[src/blink_pkg.sv]
package blink_pkg;

  // ---------------------------------------------------------------
  // Timing
  // ---------------------------------------------------------------
  localparam int unsigned CLK_HZ = 40_000_000;
  // Base blink rate in hertz for a prescaler value of zero.
  localparam int unsigned BASE_RATE_HZ = 44;
  localparam int unsigned STEPS_PER_PERIOD = 256;
  localparam int unsigned STEP_CYCLES =
    CLK_HZ / (BASE_RATE_HZ * STEPS_PER_PERIOD);
  localparam int unsigned STEP_CNT_W = 12;
  localparam logic [STEP_CNT_W-1:0] STEP_LAST =
    STEP_CNT_W'(STEP_CYCLES - 1);

  // ---------------------------------------------------------------
  // Register pointers
  // ---------------------------------------------------------------
  localparam logic [3:0] PTR_LEVEL_LOW = 4'h0;
  localparam logic [3:0] PTR_LEVEL_HIGH = 4'h1;
  localparam logic [3:0] PTR_BLINK_A_PERIOD = 4'h2;
  localparam logic [3:0] PTR_BLINK_A_DUTY = 4'h3;
  localparam logic [3:0] PTR_BLINK_B_PERIOD = 4'h4;
  localparam logic [3:0] PTR_BLINK_B_DUTY = 4'h5;
  localparam logic [3:0] PTR_ROUTE_0_3 = 4'h6;
  localparam logic [3:0] PTR_ROUTE_4_7 = 4'h7;
  localparam logic [3:0] PTR_ROUTE_8_11 = 4'h8;
  localparam logic [3:0] PTR_ROUTE_12_15 = 4'h9;
  localparam logic [3:0] PTR_LAST = 4'h9;
  localparam logic [3:0] PTR_ZERO = 4'h0;
  localparam logic [3:0] PTR_ONE = 4'h1;

  // ---------------------------------------------------------------
  // Control byte layout
  // ---------------------------------------------------------------
  localparam int unsigned CTRL_AUTO_STEP_BIT = 4;
  localparam logic [7:0] CTRL_RESET = 8'h00;

  // ---------------------------------------------------------------
  // Reset values
  // ---------------------------------------------------------------
  localparam logic [7:0] PERIOD_RESET = 8'hFF;
  localparam logic [7:0] DUTY_RESET = 8'h80;
  localparam logic [7:0] ROUTE_RESET = 8'h55;
  localparam logic [7:0] DUTY_OFF = 8'h00;

  // ---------------------------------------------------------------
  // Route selector codes
  // ---------------------------------------------------------------
  localparam logic [1:0] SEL_LOW = 2'h0;
  localparam logic [1:0] SEL_HIZ = 2'h1;
  localparam logic [1:0] SEL_WAVE_A = 2'h2;
  localparam logic [1:0] SEL_WAVE_B = 2'h3;

  // ---------------------------------------------------------------
  // Serial bus
  // ---------------------------------------------------------------
  localparam logic [3:0] DEV_PREFIX = 4'hC;
  localparam logic [3:0] BITS_PER_BYTE = 4'h8;
  localparam logic [3:0] BIT_ZERO = 4'h0;
  localparam logic [3:0] BIT_ONE = 4'h1;

  // ---------------------------------------------------------------
  // Input synchroniser
  // ---------------------------------------------------------------
  localparam int unsigned SYNC_W = 21;
  localparam logic [SYNC_W-1:0] SYNC_RESET = 21'h1FFFFF;

endpackage

[src/blink_if.sv]
`timescale 1ns/100ps
interface blink_if;
  logic step_tick;
  logic [7:0] period;
  logic [7:0] duty;
  logic wave;

  modport gen (
    input step_tick,
    input period,
    input duty,
    output wave
  );

  modport ctl (
    output step_tick,
    output period,
    output duty,
    input wave
  );
endinterface

[src/blink_gen.sv]
`timescale 1ns/100ps
module blink_gen (
  // Clock and reset
  input wire logic clk,
  input wire logic reset_n,
  // Generator settings and wave
  blink_if.gen bus
);

  logic [7:0] pre_ff;
  logic [7:0] count_ff;
  logic wave_ff;

  // ---------------------------------------------------------------
  // Step pacing and comparison
  // ---------------------------------------------------------------
  wire pre_done = (pre_ff >= bus.period);
  wire step = bus.step_tick && pre_done;
  wire [7:0] nxt_pre = pre_done ? 8'h00 : pre_ff + 8'h01;
  wire nxt_wave = (bus.duty != blink_pkg::DUTY_OFF) &&
                  (count_ff >= bus.duty);

  // The count steps once every period+1 base ticks, 256 steps a period.
  always_ff @(posedge clk or negedge reset_n) begin
    if (!reset_n) begin
      pre_ff <= 8'h00;
      count_ff <= 8'h00;
      wave_ff <= 1'b0;
    end else begin
      if (bus.step_tick) begin
        pre_ff <= nxt_pre;
      end
      if (step) begin
        count_ff <= count_ff + 8'h01;
      end
      wave_ff <= nxt_wave;
    end
  end

  assign bus.wave = wave_ff;

endmodule

[src/dual_rate_led_blinker.sv]
`timescale 1ns/100ps
module dual_rate_led_blinker (
  // Clock and reset
  input wire logic clk,
  input wire logic reset_n,
  // Serial bus, open drain data line
  input wire logic scl_in,
  input wire logic sda_in,
  output logic sda_out,
  output logic sda_oe,
  // Address straps
  input wire logic [2:0] addr_pin,
  // Open-drain driver pins
  input wire logic [15:0] driver_pin_in,
  output logic [15:0] driver_pin_out,
  output logic [15:0] driver_pin_oe
);

  typedef enum logic [2:0] {
    ST_IDLE,
    ST_ADDR,
    ST_CTRL,
    ST_WRITE,
    ST_READ
  } bus_state_t;

  // ---------------------------------------------------------------
  // Input synchroniser and filter
  // ---------------------------------------------------------------
  wire [blink_pkg::SYNC_W-1:0] raw_in = {addr_pin, driver_pin_in,
                                         sda_in, scl_in};
  logic [blink_pkg::SYNC_W-1:0] s1_ff;
  logic [blink_pkg::SYNC_W-1:0] s2_ff;
  logic [blink_pkg::SYNC_W-1:0] s3_ff;
  logic [blink_pkg::SYNC_W-1:0] filt_ff;
  logic [blink_pkg::SYNC_W-1:0] nxt_filt;

  genvar gi;
  generate
    for (gi = 0; gi < blink_pkg::SYNC_W; gi++) begin : g_filt
      assign nxt_filt[gi] = (s2_ff[gi] == s3_ff[gi]) ? s3_ff[gi] :
                            filt_ff[gi];
    end
  endgenerate

  always_ff @(posedge clk or negedge reset_n) begin
    if (!reset_n) begin
      s1_ff <= blink_pkg::SYNC_RESET;
      s2_ff <= blink_pkg::SYNC_RESET;
      s3_ff <= blink_pkg::SYNC_RESET;
      filt_ff <= blink_pkg::SYNC_RESET;
    end else begin
      s1_ff <= raw_in;
      s2_ff <= s1_ff;
      s3_ff <= s2_ff;
      filt_ff <= nxt_filt;
    end
  end

  wire scl = filt_ff[0];
  wire sda = filt_ff[1];
  wire [15:0] pin_level = filt_ff[17:2];
  wire [2:0] addr_strap = filt_ff[20:18];

  logic scl_prev_ff;
  logic sda_prev_ff;

  always_ff @(posedge clk or negedge reset_n) begin
    if (!reset_n) begin
      scl_prev_ff <= 1'b1;
      sda_prev_ff <= 1'b1;
    end else begin
      scl_prev_ff <= scl;
      sda_prev_ff <= sda;
    end
  end

  wire scl_rise = scl && !scl_prev_ff;
  wire scl_fall = !scl && scl_prev_ff;
  wire scl_held = scl && scl_prev_ff;
  wire start_seen = scl_held && sda_prev_ff && !sda;
  wire stop_seen = scl_held && !sda_prev_ff && sda;

  // ---------------------------------------------------------------
  // Base step tick, 256 steps per 1/44 s
  // ---------------------------------------------------------------
  logic [blink_pkg::STEP_CNT_W-1:0] step_cnt_ff;
  wire step_tick = (step_cnt_ff == blink_pkg::STEP_LAST);

  always_ff @(posedge clk or negedge reset_n) begin
    if (!reset_n) begin
      step_cnt_ff <= '0;
    end else begin
      step_cnt_ff <= step_tick ? '0 : step_cnt_ff + 1'b1;
    end
  end

  // ---------------------------------------------------------------
  // Register file
  // ---------------------------------------------------------------
  logic [7:0] ctrl_ff;
  logic [7:0] nxt_ctrl;
  logic [7:0] period_ff [2];
  logic [7:0] duty_ff [2];
  logic [7:0] route_ff [4];
  logic wr_en;
  logic [7:0] shreg_ff;

  wire [3:0] ptr = ctrl_ff[3:0];
  wire auto_step_flag = ctrl_ff[blink_pkg::CTRL_AUTO_STEP_BIT];
  wire [3:0] ptr_inc = (ptr == blink_pkg::PTR_LAST) ?
                       blink_pkg::PTR_ZERO : ptr + blink_pkg::PTR_ONE;
  wire [7:0] ctrl_stepped = auto_step_flag ? {ctrl_ff[7:4], ptr_inc} :
                            ctrl_ff;

  blink_if wave_bus[2] ();
  wire [1:0] wave;

  generate
    for (gi = 0; gi < 2; gi++) begin : g_gen
      wire [3:0] ptr_period = blink_pkg::PTR_BLINK_A_PERIOD + 4'(2 * gi);
      wire [3:0] ptr_duty = blink_pkg::PTR_BLINK_A_DUTY + 4'(2 * gi);
      wire wr_period = wr_en && (ptr == ptr_period);
      wire wr_duty = wr_en && (ptr == ptr_duty);

      always_ff @(posedge clk or negedge reset_n) begin
        if (!reset_n) begin
          period_ff[gi] <= blink_pkg::PERIOD_RESET;
          duty_ff[gi] <= blink_pkg::DUTY_RESET;
        end else begin
          if (wr_period) begin
            period_ff[gi] <= shreg_ff;
          end
          if (wr_duty) begin
            duty_ff[gi] <= shreg_ff;
          end
        end
      end

      assign wave_bus[gi].step_tick = step_tick;
      assign wave_bus[gi].period = period_ff[gi];
      assign wave_bus[gi].duty = duty_ff[gi];
      assign wave[gi] = wave_bus[gi].wave;

      blink_gen u_gen (
        .clk(clk),
        .reset_n(reset_n),
        .bus(wave_bus[gi].gen)
      );
    end

    for (gi = 0; gi < 4; gi++) begin : g_route
      wire [3:0] ptr_route = blink_pkg::PTR_ROUTE_0_3 + 4'(gi);
      wire wr_route = wr_en && (ptr == ptr_route);

      always_ff @(posedge clk or negedge reset_n) begin
        if (!reset_n) begin
          route_ff[gi] <= blink_pkg::ROUTE_RESET;
        end else if (wr_route) begin
          route_ff[gi] <= shreg_ff;
        end
      end
    end
  endgenerate

  // Level registers have no storage, so writes to them fall through.
  wire [7:0] rd_data =
    (ptr == blink_pkg::PTR_LEVEL_LOW) ? pin_level[7:0] :
    (ptr == blink_pkg::PTR_LEVEL_HIGH) ? pin_level[15:8] :
    (ptr == blink_pkg::PTR_BLINK_A_PERIOD) ? period_ff[0] :
    (ptr == blink_pkg::PTR_BLINK_A_DUTY) ? duty_ff[0] :
    (ptr == blink_pkg::PTR_BLINK_B_PERIOD) ? period_ff[1] :
    (ptr == blink_pkg::PTR_BLINK_B_DUTY) ? duty_ff[1] :
    (ptr == blink_pkg::PTR_ROUTE_0_3) ? route_ff[0] :
    (ptr == blink_pkg::PTR_ROUTE_4_7) ? route_ff[1] :
    (ptr == blink_pkg::PTR_ROUTE_8_11) ? route_ff[2] :
    (ptr == blink_pkg::PTR_ROUTE_12_15) ? route_ff[3] : 8'h00;

  // ---------------------------------------------------------------
  // Serial bus slave engine
  // ---------------------------------------------------------------
  bus_state_t st_ff;
  bus_state_t nxt_st;
  logic [3:0] bit_cnt_ff;
  logic [3:0] nxt_bit_cnt;
  logic [7:0] nxt_shreg;
  logic ack_ff;
  logic nxt_ack;
  logic sda_oe_ff;
  logic nxt_sda_oe;

  wire addr_hit = (shreg_ff[7:1] == {blink_pkg::DEV_PREFIX, addr_strap});
  wire rw_read = shreg_ff[0];
  wire byte_done = (bit_cnt_ff == blink_pkg::BITS_PER_BYTE);

  always_comb begin
    nxt_st = st_ff;
    nxt_bit_cnt = bit_cnt_ff;
    nxt_shreg = shreg_ff;
    nxt_ack = ack_ff;
    nxt_sda_oe = sda_oe_ff;
    nxt_ctrl = ctrl_ff;
    wr_en = 1'b0;
    if (stop_seen) begin
      nxt_st = ST_IDLE;
      nxt_ack = 1'b0;
      nxt_sda_oe = 1'b0;
    end else if (start_seen) begin
      nxt_st = ST_ADDR;
      nxt_bit_cnt = blink_pkg::BIT_ZERO;
      nxt_ack = 1'b0;
      nxt_sda_oe = 1'b0;
    end else begin
      case (st_ff)
        ST_ADDR, ST_CTRL, ST_WRITE: begin
          if (!ack_ff) begin
            if (scl_rise && !byte_done) begin
              nxt_shreg = {shreg_ff[6:0], sda};
              nxt_bit_cnt = bit_cnt_ff + blink_pkg::BIT_ONE;
            end
            if (scl_fall && byte_done) begin
              nxt_bit_cnt = blink_pkg::BIT_ZERO;
              nxt_ack = 1'b1;
              nxt_sda_oe = 1'b1;
              if (st_ff == ST_ADDR && !addr_hit) begin
                nxt_st = ST_IDLE;
                nxt_ack = 1'b0;
                nxt_sda_oe = 1'b0;
              end else if (st_ff == ST_CTRL) begin
                nxt_ctrl = shreg_ff;
              end else if (st_ff == ST_WRITE) begin
                wr_en = 1'b1;
                nxt_ctrl = ctrl_stepped;
              end
            end
          end else if (scl_fall) begin
            nxt_ack = 1'b0;
            nxt_sda_oe = 1'b0;
            if (st_ff == ST_ADDR && rw_read) begin
              nxt_st = ST_READ;
              nxt_shreg = rd_data;
              nxt_sda_oe = !rd_data[7];
            end else if (st_ff == ST_ADDR) begin
              nxt_st = ST_CTRL;
            end else begin
              nxt_st = ST_WRITE;
            end
          end
        end
        ST_READ: begin
          if (!ack_ff) begin
            if (scl_rise) begin
              nxt_bit_cnt = bit_cnt_ff + blink_pkg::BIT_ONE;
            end
            if (scl_fall && byte_done) begin
              nxt_sda_oe = 1'b0;
              nxt_ack = 1'b1;
              nxt_bit_cnt = blink_pkg::BIT_ZERO;
              nxt_ctrl = ctrl_stepped;
            end else if (scl_fall) begin
              nxt_shreg = {shreg_ff[6:0], 1'b0};
              nxt_sda_oe = !shreg_ff[6];
            end
          end else if (scl_rise && sda) begin
            nxt_st = ST_IDLE;
            nxt_ack = 1'b0;
          end else if (scl_fall) begin
            nxt_ack = 1'b0;
            nxt_shreg = rd_data;
            nxt_sda_oe = !rd_data[7];
          end
        end
        default: begin
          nxt_st = ST_IDLE;
        end
      endcase
    end
  end

  always_ff @(posedge clk or negedge reset_n) begin
    if (!reset_n) begin
      st_ff <= ST_IDLE;
      bit_cnt_ff <= blink_pkg::BIT_ZERO;
      shreg_ff <= 8'h00;
      ack_ff <= 1'b0;
      sda_oe_ff <= 1'b0;
      ctrl_ff <= blink_pkg::CTRL_RESET;
    end else begin
      st_ff <= nxt_st;
      bit_cnt_ff <= nxt_bit_cnt;
      shreg_ff <= nxt_shreg;
      ack_ff <= nxt_ack;
      sda_oe_ff <= nxt_sda_oe;
      ctrl_ff <= nxt_ctrl;
    end
  end

  // ---------------------------------------------------------------
  // Pin drivers
  // ---------------------------------------------------------------
  logic [15:0] pin_oe_ff;
  logic [15:0] nxt_pin_oe;

  generate
    for (gi = 0; gi < 16; gi++) begin : g_pin
      wire [1:0] sel = route_ff[gi / 4][2 * (gi % 4) +: 2];
      assign nxt_pin_oe[gi] =
        (sel == blink_pkg::SEL_LOW) ? 1'b1 :
        (sel == blink_pkg::SEL_HIZ) ? 1'b0 :
        (sel == blink_pkg::SEL_WAVE_A) ? !wave[0] : !wave[1];
    end
  endgenerate

  always_ff @(posedge clk or negedge reset_n) begin
    if (!reset_n) begin
      pin_oe_ff <= 16'h0000;
    end else begin
      pin_oe_ff <= nxt_pin_oe;
    end
  end

  assign driver_pin_oe = pin_oe_ff;
  assign driver_pin_out = 16'h0000;
  assign sda_oe = sda_oe_ff;
  assign sda_out = 1'b0;

endmodule

[config.mk]
export PLATFORM = sky130hd
export DESIGN_NAME = dual_rate_led_blinker
export DESIGN_NICKNAME = d
export VERILOG_FILES = /design/src/blink_pkg.sv /design/src/blink_if.sv /design/src/blink_gen.sv /design/src/dual_rate_led_blinker.sv
export SDC_FILE = /design/constraint.sdc
export NUM_CORES = 1
export LEC_CHECK = 0
export BUFFER_PORTS_ARGS = -buffer_cell sky130_fd_sc_hd__buf_2
export CAP_MARGIN = 20
export CORE_MARGIN = 8
export CORE_UTILIZATION = 40
export DETAILED_ROUTE_END_ITERATION = 8
export GPL_ROUTABILITY_DRIVEN = 1
export SYNTH_ARGS = -nofsm -noshare
export SYNTH_HDL_FRONTEND = slang
export SYNTH_SLANG_ARGS = --single-unit
[constraint.sdc]
create_clock -name clk -period 2.8 [get_ports clk]
set_input_delay 0 -clock clk [delete_from_list [all_inputs] [get_ports clk]]
set_output_delay 0 -clock clk [all_outputs]
set_load 0.005 [all_outputs]
== Word-level counts from Yosys, hierarchy flattened ==
Index checks and enable logic that the tools add are counted.
Word-level totals
  flip-flop bits (word level): 237
  word-level logic and storage cells: 346
  input port bits: 23
Operators by class
  $add $sub $neg: 7
  bitwise gates (word level): 2
  $lt $le $gt $ge: 4
  eq/ne operators: 93
  reductions and logical operators: 62
  mux-type cells: 130
Operator list (count)
  $mux 8: 28
  $mux 1: 77
  $add 8x1->8 const B: 4
  $eq 2x1->1 const B: 16
  $eq 2x2->1 const B: 16
  $ge 8x8->1: 4
  $logic_not 2->1: 16
  $mux 4: 8
  $pmux 8 s2: 2
  $ne 5x5->1 const B: 6
  $mux 3: 9
  $logic_and 1x1->1: 24
  $ne 3x3->1 const B: 8
  $eq 1x1->1: 21
  $reduce_and 9->1: 2
  $eq 4x3->1 const B: 4
  $ne 4x4->1 const B: 4
  $reduce_bool 8->1: 2
  $add 12x1->12 const B: 1
  $eq 12x12->1 const B: 1
  $eq 4x4->1 const B: 3
  $mux 12: 1
  $ne 2x2->1 const B: 6
  $reduce_and 6->1: 2
  other kinds (19): 33

== Depth between registers and ports, before layout ==
Gate-level depths: netlist (run 1).
  depth in word-level cells: 18
  depth in mapped cells: 11
  gate-level depth less buffers: 8

== Modules after synthesis ==
Synthesis (run 1) repeated with hierarchy kept, for this count alone.
Second synthesis, totals
  cells, all modules: 971
  area, all modules: 11248.3 um^2
Modules (own cells, without submodules)
  dual_rate_led_blinker: area each 8821.0 um^2, instances 1, cells each 719, sequential area each 5154.9 um^2
  blink_gen: area each 1213.7 um^2, instances 2, cells each 126, sequential area each 425.4 um^2

== Worst setup path after synthesis (run 1) ==
No wires, ideal clock.
  path kind: register to register
  start point: register period_ff, in the netlist wave_bus[1].period[5]
  end point: register g_gen[1].u_gen.count_ff[5]
  arrival time: 2084 ps
  required time: 2666 ps
  path buffers: 1
  stages on the path, launching flop included: 9
  slack: 582 ps
  cells stage by stage: dfstp_2 > inv_1 > ha_1 > a2111oi_0 > nand2_1 > a41oi_1 > buf_2 > nor4_2 > xor2_1
Between the ends
  word-level cells in the longest chain between the ends: 2
RTL lines
  start: declaration: line dual_rate_led_blinker.sv:103  | logic [7:0] period_ff [2];
  start signal: indexed assignment: line dual_rate_led_blinker.sv:128  | period_ff[gi] <= blink_pkg::PERIOD_RESET;
  start signal: indexed assignment: line dual_rate_led_blinker.sv:132  | period_ff[gi] <= shreg_ff;
  $ge 8x8->1: line blink_gen.sv:17  | wire pre_done = (pre_ff >= bus.period);
  $logic_and 1x1->1: line blink_gen.sv:18  | wire step = bus.step_tick && pre_done;
  end signal: assignment: line blink_gen.sv:34  | count_ff <= count_ff + 8'h01;
  end: declaration: line blink_gen.sv:11  | logic [7:0] count_ff;
Every way passes these cells.
A chain may end at the register's enable or synchronous reset.

== Final worst setup path (run 1) ==
  start point: register period_ff, in the netlist wave_bus[0].period[5]
  end point: register g_gen[0].u_gen.pre_ff[0]
Between the ends
  word-level cells in the longest chain between the ends: 2
RTL lines
  $ge 8x8->1: line blink_gen.sv:17
  $mux 8: line blink_gen.sv:19  | wire [7:0] nxt_pre = pre_done ? 8'h00 : pre_ff + 8'h01;
  end signal: assignment: line blink_gen.sv:31  | pre_ff <= nxt_pre;
  end: declaration: line blink_gen.sv:10  | logic [7:0] pre_ff;
Every way passes these cells.

==> results of run 1 <==
-- cells in the mapped netlist (12+ instances only) --
cell type	number
a21oi_1	50
a22o_1	12
a31o_2	14
and3_1	15
buf_2	14
buf_4	17
clkbuf_1	33
dfrtp_1	114
dfstp_2	120
ha_1	40
inv_1	53
maj3_1	21
mux2_2	32
nand2_1	90
nand2b_1	20
nand3_1	32
nor2_1	52
nor2b_1	21
o21ai_0	89
xnor2_1	12
xor2_1	16
-- state kept, by name, summed over array words and instances, names as in the netlist --
| name | flops |
|---|---|
| s1_ff | 21 |
| wave_bus.duty | 16 |
| s3_ff | 21 |
| wave_bus.period | 16 |
| step_cnt_ff | 12 |
| g_gen.u_gen.count_ff | 16 |
| sda_prev_ff | 1 |
| g_gen.u_gen.pre_ff | 16 |
| bit_cnt_ff | 4 |
| g_gen.u_gen.bus.wave | 2 |
| filt_ff | 21 |
| driver_pin_oe | 16 |
| shreg_ff | 8 |
| s2_ff | 21 |
| sda_oe | 1 |
| ctrl_ff | 5 |
| st_ff | 3 |
| ack_ff | 1 |
| g_pin.sel | 32 |
| scl_prev_ff | 1 |
-- cell type report --
type	count	area [um^2]	share of cell area (%)
well taps	341	426.7	3.404
clock buffers	33	675.6	5.390
flip-flops and latches	234	6007	47.92
multi-input cells	680	4524	36.10
inverters	53	198.9	1.587
repair buffers	85	618.1	4.931
clock inverters	10	83.83	0.6688
-- worst register-to-register path, cell delays in order, from the launching register on --
cell and delay, ns:
dfstp_2 0.53, inv_1 0.05, ha_1 0.28, a2111oi_0 0.53
nand2b_1 0.10, o21a_1 0.35, nor2_1 0.39, mux2_2 0.23
-- metrics by stage --
stage | setup WS, ns | instance area, um^2 | power [uW] | util (%)
2_1_floorplan | 0.5821 | 11070 | 4086 | -
3_3_place_gp | 0.3834 | 11550 | 4375 | 42.75
3_5_place_dp | 0.2351 | 11550 | 4389 | 42.75
4_1_cts | 0.2333 | 12530 | 7551 | 46.38
5_1_grt | 0.08793 | 12530 | 7784 | 46.38
6_report | 0.2832 | 12530 | 7447 | 46.38
-- placed cells by master, fill, tap and decap left out, types with 8 or more instances in the layout --
cell type / n
a211oi_1: 8
a21oi_1: 50
a22o_1: 12
a31o_2: 14
and3_1: 15
buf_2: 38
buf_4: 23
clkbuf_16: 25
conb_1: 17
dfrtp_1: 113
dfstp_2: 120
dlygate4sd3_1: 22
ha_1: 40
inv_1: 53
maj3_1: 21
mux2_2: 32
nand2_1: 90
nand2b_1: 20
nand3_1: 32
nor2_1: 52
nor2b_1: 21
nor3_1: 8
o21ai_0: 89
o22a_1: 9
o22ai_1: 9
xnor2_1: 12
xor2_1: 16
-- power groups by stage --
| stage | sequential, uW | combinational (uW) | clock, uW |
|---|---|---|---|
| final | 3770 | 582 | 3100 |
| after global routing | 3790 | 658 | 3330 |
| after CTS | 3770 | 589 | 3190 |
| after detailed placement | 3830 | 564 | 0 |
| after global placement | 3820 | 556 | 0 |
| after floorplan | 3720 | 366 | 0 |
-- routing by layer --
metal	wire length, um	up-vias
li1	-	3690
met1	11670	3702
met2	10660	166
met3	993	42
met4	567	0
met5	0	-
-- worst paths after layout --
| kind | to | cells past startpoint | start |
|---|---|---|---|
| setup / recovery | g_gen[0].u_gen.pre_ff[0] | 7 | wave_bus[0].period[5] |
| hold / removal | step_cnt_ff[4] | 2 | reset_n |
| setup reg to reg | g_gen[0].u_gen.pre_ff[0] | 7 | wave_bus[0].period[5] |
| hold reg to reg | s2_ff[14] | 0 | s1_ff[14] |
| max in group asynchronous | s3_ff[14] | 3 | reset_n |
| min in group clk | s1_ff[13] | 2 | driver_pin_in[11] |
-- kinds of logic (layout without fill, tap and decap cells) --
family	Yosys count	in the layout	share of synthesized area (%)
flip-flops	234	234	54.56
multiplexers	35	35	3.547
AO/OA/AOI/OAI	253	253	14.69
other	1	17	0.03407
AND/OR/NAND/NOR	286	286	13.55
buffers and inverters	121	181	4.933
XOR/XNOR	28	28	2.228
adder cells (fa/ha/maj)	61	61	6.457
-- timing repair --
item	CTS	global route
hold endpoints to repair	128	0
hold buffers	22	0
gates resized for setup	0	0
setup buffers	0	0
==> out/qor.yml, run 1 <==
die:
  dieWidth_um: 181.9
  die-area_mm2: 0.03308
  core_mm2: 0.02703
  start_util_pct: 40.73
  fp-row-count: 60
  fp.dieH_um: 181.9
  io_pins: 57
pwr:
  clkPwrFrac_pct: 41.6
  power.internal_uw: 5589
  p_comb_share_pct: 7.8
  powerDensity_mw_per_mm2: 594.1
  p_sw_share_pct: 24.96
  power_frac_seq_pct: 50.6
  power_switching_uw: 1858
  p_leak_uw: 0.005129
  irDropWorstVdd_mv: 0.4113
clock_tree:
  clock-root-buffer: "clkbuf_16"
  clk_pin_slew_ns: 0.06
  cts_buffers: 25
  cts.sinks: 234
  clk_latency_ns: 0.52
  h-tree-depth: 1
  clk_path_buf_depth: 3
  cts_tree: "built"
synth:
  synth_area_leaders: "dfstp_2, dfrtp_1, ha_1"
  yosys.area.top_type: "dfstp_2"
  ys.flop_type: "dfstp_2"
  seq_area_frac_synth_pct: 54.56
  synth_cells: 1019
  async_reset_ff_share_pct: 100.0
  yosys_register_bits: 234
  synthesis.area_mm2: 0.01101
  synth_top_area_share_pct: 28.65
  syn_area_per_cell_um2: 10.80
  synth_edf_count: 0
  synth_cell_type_count: 70
  ys_warn_count: 0
global_route:
  gr-total-overflow: 0
  track_usage_pct: 14.58
  grt_util_met3_pct: 2.076
  grt_pass1_vias: 7530
  top_usage_layer: "met2"
  grt_max_degree: 76
  grt_util_met1_pct: 21.08
  antenna_found_initial: 0
  grt_pass1_wl_mm: 40.12
  grtUsageMet2_pct: 22.46
drt:
  via_per_inst: 5.292
  routed-via-count: 7600
  drt_iter0_drc: 406
  post_drt_wl_per_cell_um: 16.64
  finalWirelength_mm: 23.90
  drc: 0
  dr.pass1.iters: 5
  antenna_left: 0
sta:
  report.final.slew_viol_count: 0
  finClkSkew_ns: 0.009155
  layout_min_cycle_time_ns: 2.517
  finalSetupViolations: 0
  tightest_slew_ns: 0.7138
  fin_hold_ws_ns: 0.02591
  fin_crit_sh_pct: 89.89
  tns_ns: 0
  clock.fmax_ghz: 0.3973
  slew_headroom_pct: 52.41
  rsz0062_at_grt: "no"
  final_hold_viol_count: 0
placement:
  io_buffers: 39
  gp_congestion: 0.8479
  dp_hpwl_mm: 16.49
  dp.cells: 1371
critical_path:
  slowest_delay_ns: 0.53
  critPathArrivalTime_ns: 2.98
  crit_fanout: 15
  reg2reg_slack_ns: 0.28
  worst_setup_path_end_kind: "flop"
  slowest_stage: "dfstp_2"
  crit_family: "compound AO/OA/AOI/OAI gates"
  cp_data_required_time_ns: 3.26
  path_cells: "inv_1 -> ha_1 -> a2111oi_0 -> nand2b_1 -> o21a_1 -> nor2_1 -> mux2_2"
  worstSetupPathType: "flop to flop"
  worstSetupStartpointType: "flop"
  crit_buf_inv: 1
finish:
  drive_above_1_share_pct: 25.57
  diodes: 0
  area_delta_synth_final_pct: 13.88
  fillerInstances: 2487
  finalNetCount: 1142
  final_cells: 1436
run_status:
  status: "finished, final reports clean"
flow_run:
  max-cap-violations: 0
min_path:
  hold_path.class: "input port to async pin"
No activity file was read; power rests on OpenSTA's default activity.
==> inputs of run 2 (changes only) <==
==> constraint.sdc (replaced) <==
create_clock -name clk -period 2.8 [get_ports clk]
set_input_delay 0.28 -clock clk [delete_from_list [all_inputs] [get_ports clk]]
set_output_delay 0.28 -clock clk [all_outputs]
set_load 0.005 [all_outputs]
==> out/qor.yml, run 2 (synthesis gave the netlist of run 1 again) <==
pwr:
  power.internal_uw: 5856  # +4.8%
  power_uw: 7764  # +4.3%
  clkPwrFrac_pct: 44.0  # +2.4 points
  p_sw_share_pct: 24.57  # -0.38 points
  power_switching_uw: 1908  # +2.7%
  p_comb_share_pct: 7.4  # -0.4 points
  power_frac_seq_pct: 48.6  # -2.0 points
  irDropWorstVdd_mv: 0.4464  # +8.5%
  powerDensity_mw_per_mm2: 612.0  # +3.0%
  p_leak_uw: 0.005201  # +1.4%
sta:
  final_hold_viol_count: 0  # unchanged
  rsz0062_at_grt: "no"
  finClkSkew_ns: 0.01424  # +0.005086 ns
  clock.fmax_ghz: 0.4044  # +1.8%
  tns_ns: 0  # unchanged
  finalSetupViolations: 0  # unchanged
  tightest_slew_ns: 0.6966  # -0.01725 ns
  layout_min_cycle_time_ns: 2.473  # -0.04376 ns
  fin_crit_sh_pct: 88.32  # -1.6 points
  fin_hold_ws_ns: 0.3123  # +0.2864 ns
  report.final.slew_viol_count: 0  # unchanged
  slew_headroom_pct: 53.56  # +1.1 points
placement:
  gp_congestion: 0.8641  # +1.9%
  dp.cells: 1372  # +0.073%
  dp_hpwl_mm: 16.56  # +0.42%
  io_buffers: 39  # unchanged
clock_tree:
  cts_tree: "built"
  clk_pin_slew_ns: 0.06  # about the same
  clk_path_buf_depth: 3  # unchanged
  h-tree-depth: 1  # unchanged
  cts.sinks: 234  # unchanged
  clk_latency_ns: 0.54  # +0.02 ns
  clock-root-buffer: "clkbuf_16"
  cts_buffers: 26  # +4.0%
  cts-resized-gates: 0  # unchanged
  cts_hold_buf: 22  # unchanged
  cts_setup_buffers: 0  # unchanged
global_route:
  grt_max_degree: 74  # -2.6%
  antenna_found_initial: 0  # unchanged
  grt_pass1_vias: 7450  # -1.1%
  grt_pass1_wl_mm: 40.08  # -0.12%
  gr-total-overflow: 0  # unchanged
  track_usage_pct: 14.57  # about the same
die:
  start_util_pct: 40.73  # unchanged
  dieWidth_um: 181.9  # unchanged
  fp.dieH_um: 181.9  # unchanged
  io_pins: 57  # unchanged
  core_mm2: 0.02703  # unchanged
  fp-row-count: 60  # unchanged
  die-area_mm2: 0.03308  # unchanged
drt:
  post_drt_wl_per_cell_um: 16.67  # +0.15%
  drt_iter0_drc: 502  # +24%
  dr.max_layer_used: "met4"
  met1Wirelength_mm: 11.73  # +0.44%
  met3_length_mm: 1.231  # +24%
  routed-via-count: 7596  # -0.053%
  dr.pass1.iters: 5  # unchanged
  finalWirelength_mm: 24.00  # +0.43%
  wl_met2_mm: 10.49  # -1.6%
  antenna_left: 0  # unchanged
  drc: 0  # unchanged
  via_per_inst: 5.275  # -0.33%
critical_path:
  crit_family: "simple AND/OR/NAND/NOR gates"
  crit_fanout: 14  # -1
  slowest_delay_ns: 0.43  # -0.10 ns
  critPathLaunch: "bit_cnt_ff[0]"
  r2r_start: "bit_cnt_ff[0]"
  worstSetupStartpointType: "flop"
  worst_setup_path_end_kind: "flop"
  crit_buf_inv: 1  # unchanged
  cp_data_required_time_ns: 3.22  # -0.04 ns
  slowest_stage: "nand3_1"
  critPathArrivalTime_ns: 2.89  # -0.09 ns
  path_cells: "inv_1 -> ha_1 -> nand3b_1 -> nor3_2 -> and3_1 -> nand3_1 -> mux2_2"
  worstSetupPathType: "flop to flop"
finish:
  largest_register_ffs: 32  # unchanged
  finalNetCount: 1144  # +0.18%
  mostFrequentLayoutCell: "dfstp_2"
  area_delta_synth_final_pct: 15.27
  final_cells: 1440  # +0.28%
  diodes: 0  # unchanged
  drive_above_1_share_pct: 26.02  # +0.45 points
  mostFrequentLayoutCells: "dfstp_2, dfrtp_1, nand2_1, o21ai_0, inv_1"
  fillerInstances: 2461  # -1.0%
run_status:
  status: "finished, final reports clean"
min_path:
  hold_path.class: "input port to async pin"
flow_run:
  max-cap-violations: 0  # unchanged
[run 2: changes by cell type in the layout (fill, tap and decap cells not counted), sizes merged]
cell / previous run / this run
buf: 63 / 64
bufinv: 1 / 2
clkbuf: 33 / 36
clkinv: 5 / 4
clkinvlp: 1 / 0
inv: 56 / 57
[run 2: metal layers]
layer  up-vias  GRT usage, %
met1      3652         21.24
met2       204         21.90
met4         0         4.133
li1       3692             -
met5         -             0
met3        48         2.435
[run 2: path summary, 6_finish.rpt]
check | to | slack [ns] | cells after the start
max | g_pin[15].sel[1] | 0.33 | 7
min | step_cnt_ff[10] | 0.31 | 2
max reg2reg | g_pin[15].sel[1] | 0.33 | 7
min reg2reg | s2_ff[5] | 0.35 | 0
max in group asynchronous | wave_bus[0].period[0] | 1.69 | 3
min in group clk | s2_ff[5] | 0.35 | 0
[run 2: stage by stage]
step | utilization, % | cell area, um^2 | setup WS, ns
after global placement | 42.92 | 11600 | 0.4283
final | 46.94 | 12690 | 0.3269
after floorplan | - | 11070 | 0.5821
after detailed placement | 42.92 | 11600 | 0.3579
after CTS | 46.94 | 12690 | 0.3219
after global routing | 46.94 | 12690 | 0.07987
[run 2: cell type report]
type	instances	area, um^2	share of cell area (%)
flip-flops and latches	234	6007	47.35
multi-input cells	680	4524	35.66
clock buffers	36	748.2	5.897
repair buffers	86	663.1	5.227
well taps	341	426.7	3.363
inverters	53	198.9	1.568
clock inverters	10	118.9	0.9369
[run 2: power groups by stage]
stage               clock network, uW  registers (uW)  logic (uW)
floorplan                           0            3720         366
global placement                    0            3830         547
detailed placement                  0            3830         550
CTS                              3500            3780         576
global route                     3640            3800         645
finish                           3420            3780         572
